--- config.mk ---
export PLATFORM = sky130hd
export DESIGN_NAME = ldm_fsm
export DESIGN_NICKNAME = d
export VERILOG_FILES = /design/src/verilog/ldm_pkg.sv /design/src/verilog/ldm_fsm.sv
export VERILOG_INCLUDE_DIRS = /design/src /design/src/verilog
export SDC_FILE = /design/constraint.sdc
export NUM_CORES = 1
export LEC_CHECK = 0
export BUFFER_PORTS_ARGS = -buffer_cell sky130_fd_sc_hd__buf_2
export CAP_MARGIN = 40
export CORE_UTILIZATION = 28
export DETAILED_ROUTE_END_ITERATION = 10
export HOLD_SLACK_MARGIN = 0.12
export SETUP_SLACK_MARGIN = 0.1
export SLEW_MARGIN = 10
export SYNTH_ARGS = -nofsm -noshare
export SYNTH_HDL_FRONTEND = slang
export SYNTH_SLANG_ARGS = --single-unit
export TNS_END_PERCENT = 20
--- constraint.sdc ---
create_clock -name i_sys_clk -period 2.4 [get_ports i_sys_clk]
set_input_delay 0.24 -clock i_sys_clk [delete_from_list [all_inputs] [get_ports i_sys_clk]]
set_output_delay 0.24 -clock i_sys_clk [all_outputs]
set_load 0.02 [all_outputs]
--- src/verilog/ldm_map.svh ---
`ifndef LDM_MAP_SVH
`define LDM_MAP_SVH

// register word offsets on the plain register port
`define LDM_REG_STATUS 4'h0
`define LDM_REG_CTRL 4'h1
`define LDM_REG_IRQ_STAT 4'h2
`define LDM_REG_IRQ_MASK 4'h3

// status register fields
`define LDM_ST_STATE_LSB 0
`define LDM_ST_FAIL_LSB 4
`define LDM_ST_BOOST_LSB 6
`define LDM_ST_SWITCH_LSB 8

// control register fields and reset value
`define LDM_CTRL_OT_AUTO 0
`define LDM_CTRL_RESET 32'h0000_0000

// interrupt event bits
`define LDM_IRQ_FAIL0 0
`define LDM_IRQ_FAIL1 1
`define LDM_IRQ_OV 2
`define LDM_IRQ_OT 3
`define LDM_IRQ_STANDBY 4
`define LDM_IRQ_SHUTDOWN 5
`define LDM_IRQ_W 6
`define LDM_IRQ_MASK_RESET 6'h00

// qualification counts in device clock cycles
`define LDM_ON_QUAL_CYCLES 64
`define LDM_OFF_QUAL_CYCLES 64
`define LDM_QUAL_CNT_W 12

`endif

--- src/verilog/ldm_pkg.sv ---
package ldm_pkg;

    // global operating states
    typedef enum logic [2:0] {
        ST_STANDBY,
        ST_ON,
        ST_LOW_V,
        ST_OVERVOLT,
        ST_OVERTEMP,
        ST_SHUTDOWN
    } ldm_state_t;

    // comparator flags and dimming pins, all asynchronous to the clock
    typedef struct packed {
        logic [1:0] dimming_input;
        logic supply_below_4v;
        logic supply_below_3v5;
        logic supply_above_6v;
        logic supply_above_40v;
        logic temp_above_165c;
        logic temp_below_145c;
        logic [1:0] vout_low;
        logic [1:0] sense_cm_low;
        logic [1:0] sense_short;
        logic [1:0] open_load;
    } ldm_flags_t;

    // per-channel drive to the analog side, plus the shared regulator enable
    typedef struct packed {
        logic [1:0] dim_switch_on;
        logic [1:0] boost_en;
        logic [1:0] comp_hold;
        logic [1:0] comp_clear;
        logic [1:0] diag_drive_high;
        logic [1:0] diag_drive_low;
        logic vreg_en;
    } ldm_drive_t;

endpackage

--- src/verilog/ldm_fsm.sv ---
// Function
// - each dimming switch follows its channel's dimming input frequency and duty.
// - switch off freezes that channel's control loop, holding compensation value.
// - each on-time resumes loop from held compensation, never from reset.
// - supply below 4 V in normal operation disables healthy boost controllers.
// - above 3.5 V in low-voltage state, switches follow inputs, regulator on.
// - supply back above 4 V re-enables controllers that were healthy before.
// - supply below 3.5 V enters standby for battery undervoltage.
// - standby exits only with supply above 6 V and an input qualified high.
// - supply above 40 V disables both controllers, switches off, regulator on.
// - overvoltage recovery needs supply below 40 V, then global off-on cycle.
// - temperature above 165 C disables both controllers and both switches.
// - overtemperature recovery only below 145 C, automatic or cycle by control.
// - channel fails on low output, low sense common mode, or shorted output.
// - open load pulls diagnostic low while channel keeps operating normally.
// - channel failure turns switch off, diagnostic high, latched until channel cycle.
// - global shutdown after both inputs qualified low drives both diagnostics low.
//
// The implementer's own choices: the address-and-strobe port and the register offsets.
`include "ldm_map.svh"

module ldm_fsm #(
    parameter int N_CH = 2,
    parameter int CNT_W = `LDM_QUAL_CNT_W,
    parameter int ON_QUAL = `LDM_ON_QUAL_CYCLES,
    parameter int OFF_QUAL = `LDM_OFF_QUAL_CYCLES
) (
    input wire logic i_sys_clk,
    input wire logic i_rst,
    input wire ldm_pkg::ldm_flags_t i_flags,
    input wire logic [3:0] i_addr,
    input wire logic [31:0] i_wdata,
    input wire logic i_wr,
    input wire logic i_rd,
    output logic [31:0] o_rdata,
    output logic o_irq,
    output ldm_pkg::ldm_drive_t o_drive
);

    // elaboration-time checks on the parameters
    if (N_CH < 1 || N_CH > 2) begin : g_bad_nch
        $error("N_CH must be 1 or 2");
    end
    // the counter saturates at all ones, so a count must sit strictly below that
    if (ON_QUAL < 1 || OFF_QUAL < 1 ||
        ON_QUAL >= 2**CNT_W - 1 || OFF_QUAL >= 2**CNT_W - 1) begin : g_bad_q
        $error("qualification counts do not fit CNT_W");
    end

    localparam logic [CNT_W-1:0] ON_Q = CNT_W'(ON_QUAL);
    localparam logic [CNT_W-1:0] OFF_Q = CNT_W'(OFF_QUAL);
    localparam logic [1:0] CH_PRESENT = (N_CH == 2) ? 2'h3 : 2'h1;

    // two-flop synchroniser, first stage read only by the second
    ldm_pkg::ldm_flags_t sync_a;
    ldm_pkg::ldm_flags_t flg;
    always_ff @(posedge i_sys_clk) begin
        if (i_rst) begin
            sync_a <= '0;
            flg <= '0;
        end else begin
            sync_a <= i_flags;
            flg <= sync_a;
        end
    end

    logic [1:0] on_q;
    logic [1:0] off_q;
    logic [1:0] ch_fail;
    logic [1:0] off_seen;
    logic [1:0] fail_det;
    ldm_pkg::ldm_state_t state;
    ldm_pkg::ldm_state_t next_state;
    logic [31:0] ctrl;
    logic [`LDM_IRQ_W-1:0] irq_stat;
    logic [`LDM_IRQ_W-1:0] irq_mask;
    logic [`LDM_IRQ_W-1:0] irq_ev;
    logic active;
    logic all_off;
    logic any_on;

    assign all_off = &(off_q | ~CH_PRESENT);
    assign any_on = |(on_q & CH_PRESENT);
    assign active = (state == ldm_pkg::ST_ON) || (state == ldm_pkg::ST_LOW_V);

    // per-channel qualification and fail latch
    for (genvar c = 0; c < 2; c++) begin : g_ch
        logic [CNT_W-1:0] qcnt;
        logic last_lvl;
        logic present;
        assign present = CH_PRESENT[c];

        // counter restarts on each level change and saturates
        always_ff @(posedge i_sys_clk) begin
            if (i_rst) begin
                qcnt <= '0;
                last_lvl <= 1'b0;
            end else if (flg.dimming_input[c] != last_lvl) begin
                qcnt <= '0;
                last_lvl <= flg.dimming_input[c];
            end else if (qcnt != {CNT_W{1'b1}}) begin
                qcnt <= qcnt + CNT_W'(1);
            end
        end
        // "longer than" the time: strictly past the count
        assign on_q[c] = present && last_lvl && (qcnt > ON_Q);
        assign off_q[c] = present && !last_lvl && (qcnt > OFF_Q);

        assign fail_det[c] = present && active &&
            (flg.vout_low[c] || flg.sense_cm_low[c] || flg.sense_short[c]);

        // latched until this channel is qualified off then on
        always_ff @(posedge i_sys_clk) begin
            if (i_rst) begin
                ch_fail[c] <= 1'b0;
                off_seen[c] <= 1'b0;
            end else if (fail_det[c]) begin
                ch_fail[c] <= 1'b1;
                off_seen[c] <= 1'b0;
            end else if (ch_fail[c] && off_q[c]) begin
                off_seen[c] <= 1'b1;
            end else if (ch_fail[c] && off_seen[c] && on_q[c]) begin
                ch_fail[c] <= 1'b0;
                off_seen[c] <= 1'b0;
            end
        end

        // analog drive for this channel
        assign o_drive.dim_switch_on[c] = active && !ch_fail[c] && !fail_det[c] &&
            flg.dimming_input[c];
        assign o_drive.boost_en[c] = (state == ldm_pkg::ST_ON) && !ch_fail[c];
        assign o_drive.comp_hold[c] = !(o_drive.dim_switch_on[c] && o_drive.boost_en[c]);
        // held value is kept across dimming; only cleared outside operation
        assign o_drive.comp_clear[c] = !active;
        assign o_drive.diag_drive_high[c] = present && ch_fail[c] &&
            (state != ldm_pkg::ST_SHUTDOWN);
        // shutdown pulls both low; a failure stays latched underneath until its cycle
        assign o_drive.diag_drive_low[c] = present && ((state == ldm_pkg::ST_SHUTDOWN) ||
            (active && !ch_fail[c] && flg.open_load[c]));
    end

    assign o_drive.vreg_en = (state != ldm_pkg::ST_STANDBY);

    // global state transitions, undervoltage first
    always_comb begin
        next_state = state;
        unique case (state)
            ldm_pkg::ST_STANDBY: begin
                if (flg.supply_above_6v && any_on) next_state = ldm_pkg::ST_ON;
            end
            ldm_pkg::ST_ON, ldm_pkg::ST_LOW_V: begin
                if (flg.supply_below_3v5) next_state = ldm_pkg::ST_STANDBY;
                else if (flg.supply_above_40v) next_state = ldm_pkg::ST_OVERVOLT;
                else if (flg.temp_above_165c) next_state = ldm_pkg::ST_OVERTEMP;
                else if (all_off) next_state = ldm_pkg::ST_SHUTDOWN;
                else if (flg.supply_below_4v) next_state = ldm_pkg::ST_LOW_V;
                else next_state = ldm_pkg::ST_ON;
            end
            ldm_pkg::ST_OVERVOLT: begin
                if (flg.supply_below_3v5) next_state = ldm_pkg::ST_STANDBY;
                else if (!flg.supply_above_40v && all_off) next_state = ldm_pkg::ST_SHUTDOWN;
            end
            ldm_pkg::ST_OVERTEMP: begin
                if (flg.supply_below_3v5) next_state = ldm_pkg::ST_STANDBY;
                else if (flg.temp_below_145c && ctrl[`LDM_CTRL_OT_AUTO]) begin
                    next_state = ldm_pkg::ST_ON;
                end else if (flg.temp_below_145c && all_off) begin
                    next_state = ldm_pkg::ST_SHUTDOWN;
                end
            end
            ldm_pkg::ST_SHUTDOWN: begin
                if (flg.supply_below_3v5) next_state = ldm_pkg::ST_STANDBY;
                else if (!flg.supply_above_40v && !flg.temp_above_165c && any_on) begin
                    next_state = ldm_pkg::ST_ON;
                end
            end
            default: next_state = ldm_pkg::ST_STANDBY;
        endcase
    end

    // state register
    always_ff @(posedge i_sys_clk) begin
        if (i_rst) state <= ldm_pkg::ST_STANDBY;
        else state <= next_state;
    end

    // events entering overvoltage, overtemperature, standby or shutdown, or failing a channel
    always_comb begin
        irq_ev = '0;
        irq_ev[`LDM_IRQ_FAIL0] = fail_det[0] && !ch_fail[0];
        irq_ev[`LDM_IRQ_FAIL1] = fail_det[1] && !ch_fail[1];
        irq_ev[`LDM_IRQ_OV] = (next_state == ldm_pkg::ST_OVERVOLT) &&
            (state != ldm_pkg::ST_OVERVOLT);
        irq_ev[`LDM_IRQ_OT] = (next_state == ldm_pkg::ST_OVERTEMP) &&
            (state != ldm_pkg::ST_OVERTEMP);
        irq_ev[`LDM_IRQ_STANDBY] = (next_state == ldm_pkg::ST_STANDBY) &&
            (state != ldm_pkg::ST_STANDBY);
        irq_ev[`LDM_IRQ_SHUTDOWN] = (next_state == ldm_pkg::ST_SHUTDOWN) &&
            (state != ldm_pkg::ST_SHUTDOWN);
    end

    // sticky status, write one to clear; a new event beats the clear
    always_ff @(posedge i_sys_clk) begin
        if (i_rst) begin
            irq_stat <= '0;
        end else begin
            irq_stat <= (irq_stat & ~((i_wr && i_addr == `LDM_REG_IRQ_STAT) ?
                i_wdata[`LDM_IRQ_W-1:0] : '0)) | irq_ev;
        end
    end

    // control and mask registers
    always_ff @(posedge i_sys_clk) begin
        if (i_rst) begin
            ctrl <= `LDM_CTRL_RESET;
            irq_mask <= `LDM_IRQ_MASK_RESET;
        end else if (i_wr) begin
            if (i_addr == `LDM_REG_CTRL) ctrl <= {31'h0000_0000, i_wdata[`LDM_CTRL_OT_AUTO]};
            if (i_addr == `LDM_REG_IRQ_MASK) irq_mask <= i_wdata[`LDM_IRQ_W-1:0];
        end
    end

    assign o_irq = |(irq_stat & irq_mask);

    // read data registered, standing only in the cycle after the strobe
    always_ff @(posedge i_sys_clk) begin
        if (i_rst || !i_rd) begin
            o_rdata <= 32'h0000_0000;
        end else begin
            unique case (i_addr)
                `LDM_REG_STATUS: o_rdata <= {22'h00_0000, o_drive.dim_switch_on,
                    o_drive.boost_en, ch_fail, 1'b0, state};
                `LDM_REG_CTRL: o_rdata <= ctrl;
                `LDM_REG_IRQ_STAT: o_rdata <= {26'h000_0000, irq_stat};
                `LDM_REG_IRQ_MASK: o_rdata <= {26'h000_0000, irq_mask};
                default: o_rdata <= 32'h0000_0000;
            endcase
        end
    end

    // checks
    property p_sw_follow;
        @(posedge i_sys_clk) disable iff (i_rst)
        o_drive.dim_switch_on[0] |-> flg.dimming_input[0] && active && !ch_fail[0];
    endproperty
    a_sw_follow: assert property (p_sw_follow) else $error("switch on without input");

    property p_hold;
        @(posedge i_sys_clk) disable iff (i_rst)
        !o_drive.dim_switch_on[0] |-> o_drive.comp_hold[0];
    endproperty
    a_hold: assert property (p_hold) else $error("loop not frozen while switch off");

    property p_resume;
        @(posedge i_sys_clk) disable iff (i_rst)
        (state == ldm_pkg::ST_ON) && $rose(o_drive.dim_switch_on[0]) |-> !o_drive.comp_clear[0];
    endproperty
    a_resume: assert property (p_resume) else $error("compensation cleared at on-time");

    property p_uv4;
        @(posedge i_sys_clk) disable iff (i_rst)
        (state == ldm_pkg::ST_LOW_V) |-> o_drive.boost_en == 2'b00 && o_drive.vreg_en;
    endproperty
    a_uv4: assert property (p_uv4) else $error("boost on in low-voltage state");

    property p_standby;
        @(posedge i_sys_clk) disable iff (i_rst)
        active && flg.supply_below_3v5 |=> state == ldm_pkg::ST_STANDBY;
    endproperty
    a_standby: assert property (p_standby) else $error("no standby on undervoltage");

    property p_wake;
        @(posedge i_sys_clk) disable iff (i_rst)
        (state == ldm_pkg::ST_STANDBY) && !(flg.supply_above_6v && any_on)
            |=> state == ldm_pkg::ST_STANDBY;
    endproperty
    a_wake: assert property (p_wake) else $error("standby left without wake");

    property p_ov;
        @(posedge i_sys_clk) disable iff (i_rst)
        (state == ldm_pkg::ST_OVERVOLT) |-> o_drive.dim_switch_on == 2'b00 &&
            o_drive.boost_en == 2'b00 && o_drive.vreg_en;
    endproperty
    a_ov: assert property (p_ov) else $error("drive active in overvoltage");

    property p_ov_exit;
        @(posedge i_sys_clk) disable iff (i_rst)
        (state == ldm_pkg::ST_OVERVOLT) ##1 (state != ldm_pkg::ST_OVERVOLT)
            |-> $past(all_off) || $past(flg.supply_below_3v5);
    endproperty
    a_ov_exit: assert property (p_ov_exit) else $error("overvoltage left without cycle");

    property p_ot;
        @(posedge i_sys_clk) disable iff (i_rst)
        active && flg.temp_above_165c && !flg.supply_below_3v5 && !flg.supply_above_40v
            |=> state == ldm_pkg::ST_OVERTEMP ##0 o_drive.dim_switch_on == 2'b00;
    endproperty
    a_ot: assert property (p_ot) else $error("overtemperature not entered");

    property p_fail;
        @(posedge i_sys_clk) disable iff (i_rst)
        fail_det[0] |=> ch_fail[0] && !o_drive.dim_switch_on[0] &&
            (o_drive.diag_drive_high[0] || state == ldm_pkg::ST_SHUTDOWN);
    endproperty
    a_fail: assert property (p_fail) else $error("channel failure not latched");

    property p_shut_diag;
        @(posedge i_sys_clk) disable iff (i_rst)
        (state == ldm_pkg::ST_SHUTDOWN) |-> o_drive.diag_drive_low == CH_PRESENT &&
            o_drive.diag_drive_high == 2'b00;
    endproperty
    a_shut_diag: assert property (p_shut_diag) else $error("diagnostic not low in shutdown");

    property p_lowv;
        @(posedge i_sys_clk) disable iff (i_rst)
        (state == ldm_pkg::ST_LOW_V) && flg.dimming_input[0] && !ch_fail[0] && !fail_det[0]
            |-> o_drive.dim_switch_on[0] && o_drive.vreg_en;
    endproperty
    a_lowv: assert property (p_lowv) else $error("switch lost in low-voltage state");

    property p_recover;
        @(posedge i_sys_clk) disable iff (i_rst)
        (state == ldm_pkg::ST_LOW_V) && !flg.supply_below_4v && !flg.supply_below_3v5 &&
            !flg.supply_above_40v && !flg.temp_above_165c && !all_off
            |=> state == ldm_pkg::ST_ON;
    endproperty
    a_recover: assert property (p_recover) else $error("no recovery from low voltage");

    property p_ot_exit;
        @(posedge i_sys_clk) disable iff (i_rst)
        (state == ldm_pkg::ST_OVERTEMP) ##1 (state != ldm_pkg::ST_OVERTEMP)
            |-> $past(flg.temp_below_145c) || $past(flg.supply_below_3v5);
    endproperty
    a_ot_exit: assert property (p_ot_exit) else $error("overtemperature left while hot");

    property p_open;
        @(posedge i_sys_clk) disable iff (i_rst)
        active && flg.open_load[0] && !ch_fail[0]
            |-> o_drive.diag_drive_low[0] && !o_drive.diag_drive_high[0];
    endproperty
    a_open: assert property (p_open) else $error("open load not reported low");

    property p_detect;
        @(posedge i_sys_clk) disable iff (i_rst)
        active && (flg.vout_low[0] || flg.sense_cm_low[0] || flg.sense_short[0])
            |-> !o_drive.dim_switch_on[0];
    endproperty
    a_detect: assert property (p_detect) else $error("switch on during output fault");

    property p_qual;
        @(posedge i_sys_clk) disable iff (i_rst)
        $changed(flg.dimming_input[0]) |=> !on_q[0] && !off_q[0];
    endproperty
    a_qual: assert property (p_qual) else $error("qualification not restarted");

endmodule

==> results_dict.tcl, run 1 <==
set metrics [dict create \
    arrival_ps 2420 \
    grt_util_all_layers_pct 12.0 \
    synthFlopType "dfxtp_1" \
    cts.clk_slew.worst_paths_ps 60 \
    postSynthCellCount 434 \
    antenna_found_initial 0 \
    cp_slowest_stage_delay_ps 410 \
    synthMuxAreaShare_pct 4.14 \
    num_rows 42 \
    ys_ff_latch 88 \
    avgSynthCellArea_um2 8.78 \
    setup_viol 0 \
    antenna_cells 0 \
    yosysSeqAreaShare_pct 46.2 \
    syn_to_final_growth_pct 19.8 \
    drive_above_1_share_pct 18.1 \
    end_kind "flip-flop" \
    path_max_fanout 5 \
    final_cell_mix "dfxtp_1, nor2_1, buf_2" \
    cp_num_buf_inv 1 \
    ys_warn_count 0 \
    fill_cells 1374 \
    ir_drop_uv 421 \
    yosys-top-cells-area "dfxtp_1, nor2b_1, nor2_1, buf_4, nand2_1" \
    ios 102 \
    synth-simple-area-share_pct 27.6 \
    die_w_um 119 \
    fin_crit_sh_pct 90.9 \
    fin_nets 549 \
    fin_worst_skew_ps 4.48 \
    postRouteAntennaNets 0 \
    final_common_cell "dfxtp_1" \
    cts_buffers 9 \
    dr.pass1.iters 4 \
    post-route-util_pct 34.5 \
    coreArea_um2 13200 \
    power_w 0.00304 \
    drc 0 \
    io_buffers 53 \
    outcome "completed" \
    async_flop_share_pct 0 \
    cp.required_ps 2640 \
    grt_max_degree 41 \
    yosysUniqueCellTypes 46 \
    mappedNetlistArea_um2 3810 \
    grt_pass1_vias 2885 \
    routed_wl_um 7850 \
    cts-root-buf "clkbuf_16" \
    tns_ps 0 \
    synth_top_family_by_area "simple AND/OR/NAND/NOR gates" \
    cap_violations 0 \
    clkLatencyLatePin_ps 330 \
    die_area_um2 14100 \
    cts_buffer_depth 2 \
    htree_levels 3 \
    leakagePower_nw 1.88 \
    tightest_slew_ps 614 \
    synth_compound_area_share_pct 8.27 \
    crit_chain "inv_1, ha_1, nand2_1, a21o_1, nand3_2, or3_1, a221o_1, o41ai_2" \
    slew_viol_final 0 \
    finalHoldViolations 0 \
    cp_slowest_cell "dfxtp_1" \
    fp.dieH_um 119 \
    yosysTopAreaCellShare_pct 46.2 \
    cp-start-kind "flip-flop" \
    cts_tree "done" \
    wl_per_cell_um 11.7 \
    drt_iter0_drc 189 \
    power_density_nw_per_um2 665 \
    maxSlewHeadroom_pct 58.7 \
    grt_pass1_wl_um 13500 \
    dp_hpwl_um 5710 \
    viasPerCell 4.51 \
    via_count 3017 \
    period_needed_ps 2180 \
    path_delay_family "compound AO/OA/AOI/OAI gates" \
    cts.sinks 88 \
    start_util_pct 28.8 \
    fmaxAchievable_mhz 459 \
    postCtsSetupRepairBufs 0 \
    crit_type "flip-flop to flip-flop" \
    gr-total-overflow 0 \
    yosys.area_share.adder_pct 1.58 \
    place.gp.congestion 0.812 \
    rsz0062_at_grt "yes" \
    synth_largest_area_cell "dfxtp_1" \
    synth_xor_area_share_pct 4.36 \
    synth-edff-count 0 \
    hold_class "primary input to flip-flop" \
]
cell families after synthesis:
logic type | after synthesis
multiplexers | 14
XOR/XNOR | 19
AND/OR/NAND/NOR | 203
adder cells (fa/ha/maj) | 5
other | 1
buffers and inverters | 54
flip-flops | 88
AO/OA/AOI/OAI | 50
where the power goes:
part | internal, W | switching, W
Clock | 0.000823 | 0.000518
Combinational | 0.0000707 | 0.000107
Sequential | 0.00150 | 0.0000202
Total | 0.00239 | 0.000646
through the flow:
stage                     setup WS, ps  hold slack, ps  std cells  area [µm²]
after CTS                         82.8             120        669        4540
after global placement             287             428        647        4170
final                              219             123        669        4570
after global routing              71.8             131        669        4570
after detailed placement           169             425        647        4170
after floorplan                   29.5             368        455        3890
Yosys cell counts (all sizes together) (3+ instances only):
| cell type | n |
|---|---|
| o21ai | 9 |
| nand3b | 3 |
| clkbuf | 19 |
| and3 | 8 |
| a31oi | 5 |
| buf | 25 |
| mux2 | 4 |
| nor3b | 3 |
| nor2b | 39 |
| a22oi | 8 |
| nor2 | 57 |
| xor2 | 11 |
| a21oi | 19 |
| and2 | 3 |
| nor4 | 4 |
| nand4 | 10 |
| nor3 | 17 |
| xnor2 | 8 |
| or3 | 3 |
| nor4bb | 3 |
| ha | 4 |
| mux2i | 9 |
| nand3 | 16 |
| nand2b | 7 |
| dfxtp | 88 |
| nand2 | 27 |
| inv | 10 |
sequential cells by signal (all words and copies together) (netlist names):
name,flops
state,3
sync_a,16
irq_mask,6
ctrl,1
off_seen,2
irq_stat,6
flg,16
g_ch.qcnt,24
ch_fail,2
o_rdata,10
g_ch.last_lvl,2
worst paths after layout:
path,depth (start not counted),to,slack (ps),startpoint
max,8,irq_stat[5],220,g_ch[1].qcnt[0]
min,2,sync_a[7],120,i_flags[7]
max reg2reg,8,irq_stat[5],220,g_ch[1].qcnt[0]
min reg2reg,1,flg[5],440,sync_a[5]
worst reg2reg max path, stage by stage (launching register included):
cell,delay [ps]
dfxtp_1,410
inv_1,70
ha_1,190
nand2_1,90
a21o_1,210
nand3_2,120
or3_1,320
a221o_1,390
o41ai_2,280
final cells by class:
type | instances | area (µm²) | area share [%]
repair buffers | 67 | 388 | 8.50
clock buffers | 11 | 243 | 5.32
well taps | 176 | 220 | 4.82
flip-flops and latches | 88 | 1760 | 38.6
multi-input cells | 313 | 1870 | 41.0
inverters | 10 | 37.5 | 0.822
clock inverters | 4 | 45.0 | 0.987
what timing repair did:
action                     4_1_cts  5_1_grt
resized for setup                1        6
hold buffers                     7        0
setup endpoints to repair        3        6
hold endpoints to repair         7        0
routing by layer:
metal  GRT usage, %  up-vias  part of all wire, %
met5              0        -                    0
met4           4.43        0                  1.4
met3           3.62       10                  5.6
met2           18.4      102                   43
met1           15.9     1374                   50
li1               -     1531                    -
(Power assumes the default switching activity.)
==> inputs of run 2 (changes only) <==
--- a/config.mk
+++ b/config.mk
@@ -8,8 +8,10 @@
 export LEC_CHECK = 0
 export BUFFER_PORTS_ARGS = -buffer_cell sky130_fd_sc_hd__buf_2
 export CAP_MARGIN = 40
+export CORE_MARGIN = 10
 export CORE_UTILIZATION = 28
 export DETAILED_ROUTE_END_ITERATION = 10
+export GPL_TIMING_DRIVEN = 1
 export HOLD_SLACK_MARGIN = 0.12
 export SETUP_SLACK_MARGIN = 0.1
 export SLEW_MARGIN = 10
==> results_dict.tcl, run 2 (synthesis results as in run 1) <==
set metrics [dict create \
    outcome "completed" \
    fp.dieH_um 137 \
    final_common_cell "dfxtp_1" \
    syn_to_final_growth_pct 20.9 \
    cp.required_ps 2160 \
    via_count 3084 \
    coreArea_um2 13300 \
    power_density_nw_per_um2 671 \
    dr.pass1.iters 4 \
    die_w_um 137 \
    ios 102 \
    worstReg2RegEnd "irq_stat[5]" \
    antenna_cells 0 \
    grt_max_degree 35 \
    postCtsSetupRepairBufs 0 \
    gr-total-overflow 0 \
    grt_pass1_vias 2924 \
    rsz0062_at_grt "yes" \
    cap_violations 0 \
    cts_buffer_depth 2 \
    io_buffers 53 \
    finalHoldViolations 0 \
    power_w 0.00309 \
    period_needed_ps 2220 \
    end_kind "primary output" \
    cts.clk_slew.worst_paths_ps 60 \
    routed_wl_um 8330 \
    fin_worst_skew_ps 6.29 \
    place.gp.congestion 0.818 \
    drive_above_1_share_pct 18.3 \
    r2r_slack_ps 240 \
    tns_ps 0 \
    p_clk_share_pct 45.1 \
    crit_type "flip-flop to primary output" \
    top_regs "g_ch.qcnt: 24 flops, flg: 16 flops, sync_a: 16 flops" \
    hold_ws_ps 131 \
    r2r_start "g_ch[0].qcnt[1]" \
    viasPerCell 4.58 \
    hold_end "sync_a[0]" \
    p_switching_w 0.000684 \
    cts-root-buf "clkbuf_16" \
    ir_drop_uv 418 \
    die_area_um2 18700 \
    htree_levels 3 \
    fmaxAchievable_mhz 450 \
    cts_tree "done" \
    reg2reg_depth 8 \
    pwr-share-seq_pct 49.1 \
    largest_reg_flops 24 \
    cts_buffers 9 \
    swShare_pct 22.1 \
    setup_viol 0 \
    path_max_fanout 8 \
    num_rows 42 \
    grt_pass1_wl_um 13600 \
    wl_per_cell_um 12.4 \
    slew_viol_final 0 \
    leakagePower_nw 1.89 \
    postRouteAntennaNets 0 \
    hold_path_startpoint "i_flags[0]" \
    dp_hpwl_um 6270 \
    final_cell_mix "dfxtp_1, nor2_1, buf_2" \
    tightest_slew_ps 497 \
    cts.sinks 88 \
    regMostFlops "g_ch.qcnt" \
    combPwrFrac_pct 5.8 \
    fill_cells 1360 \
    post-route-util_pct 34.7 \
    clkLatencyLatePin_ps 340 \
    hold_class "primary input to flip-flop" \
    drc 0 \
    hold_path_depth 2 \
    antenna_found_initial 0 \
    fin_crit_sh_pct 92.5 \
    start_util_pct 28.7 \
    intPower_w 0.00241 \
    arrival_ps 1980 \
    grt_util_all_layers_pct 8.88 \
    cp-start-kind "flip-flop" \
    drt_iter0_drc 220 \
    maxSlewHeadroom_pct 66.6 \
    fin_nets 552 \
]
run 2: cell types whose count changed in the layout (fill, tap and decap cells not counted), sizes merged:
cell         delta
clkinvlp        +2
clkbuf          -1
dlygate4sd3     +4
clkinv          -1
inv             +1
buf             -1
run 2: layout make-up:
type / count / area (µm²) / area share (%)
flip-flops and latches: 88 / 1770 / 38.4
clock buffers: 10 / 239 / 5.19
multi-input cells: 313 / 1860 / 40.3
clock inverters: 6 / 67.6 / 1.47
inverters: 10 / 37.5 / 0.815
repair buffers: 70 / 420 / 9.12
well taps: 176 / 220 / 4.78
run 2: metal layers:
layer	up-vias	GRT usage (%)	part of all wire, %
li1	1539	-	-
met3	13	3.67	9.6
met4	0	2.72	1.4
met2	100	13.3	42
met5	-	0	0
met1	1432	11.4	47
run 2: worst max-delay path by stage:
stage | from | end | slack [ps] | cells after the start
global placement | g_ch[0].qcnt[0] | irq_stat[5] | 270 | 8
floorplan | state[1] | o_drive[7] | 30 | 4
global route | g_ch[0].qcnt[1] | irq_stat[5] | 90 | 8
detailed placement | g_ch[0].qcnt[0] | irq_stat[5] | 220 | 8
finish | state[1] | o_drive[7] | 180 | 6
CTS | state[1] | o_drive[8] | 110 | 6
run 2: power by group through the flow:
stage	Combinational (W)	Sequential (W)	Clock, W
3_3_place_gp	0.000160	0.00155	0
2_1_floorplan	0.000147	0.00154	0
6_report	0.000178	0.00152	0.00139
3_5_place_dp	0.000163	0.00155	0
5_1_grt	0.000200	0.00152	0.00150
4_1_cts	0.000178	0.00152	0.00144
run 2: critical path, stage by stage (launching register included):
cell	delay, ps
dfxtp_2	430
xor2_2	240
nand2_1	180
nor4bb_2	420
buf_4	180
nand2_1	40
buf_2	150
run 2: repair_timing:
action / in CTS / in global routing
resized for setup: 3 / 5
hold buffers: 11 / 0
hold endpoints to repair: 11 / 0
endpoints found under the setup margin: 4 / 5
run 2: metrics by stage:
step	worst slack, ps	instances	instance area, µm²
after CTS	112	673	4600
after detailed placement	219	646	4170
after floorplan	29.5	455	3890
after global routing	93.9	673	4610
final	179	673	4610
after global placement	271	646	4170
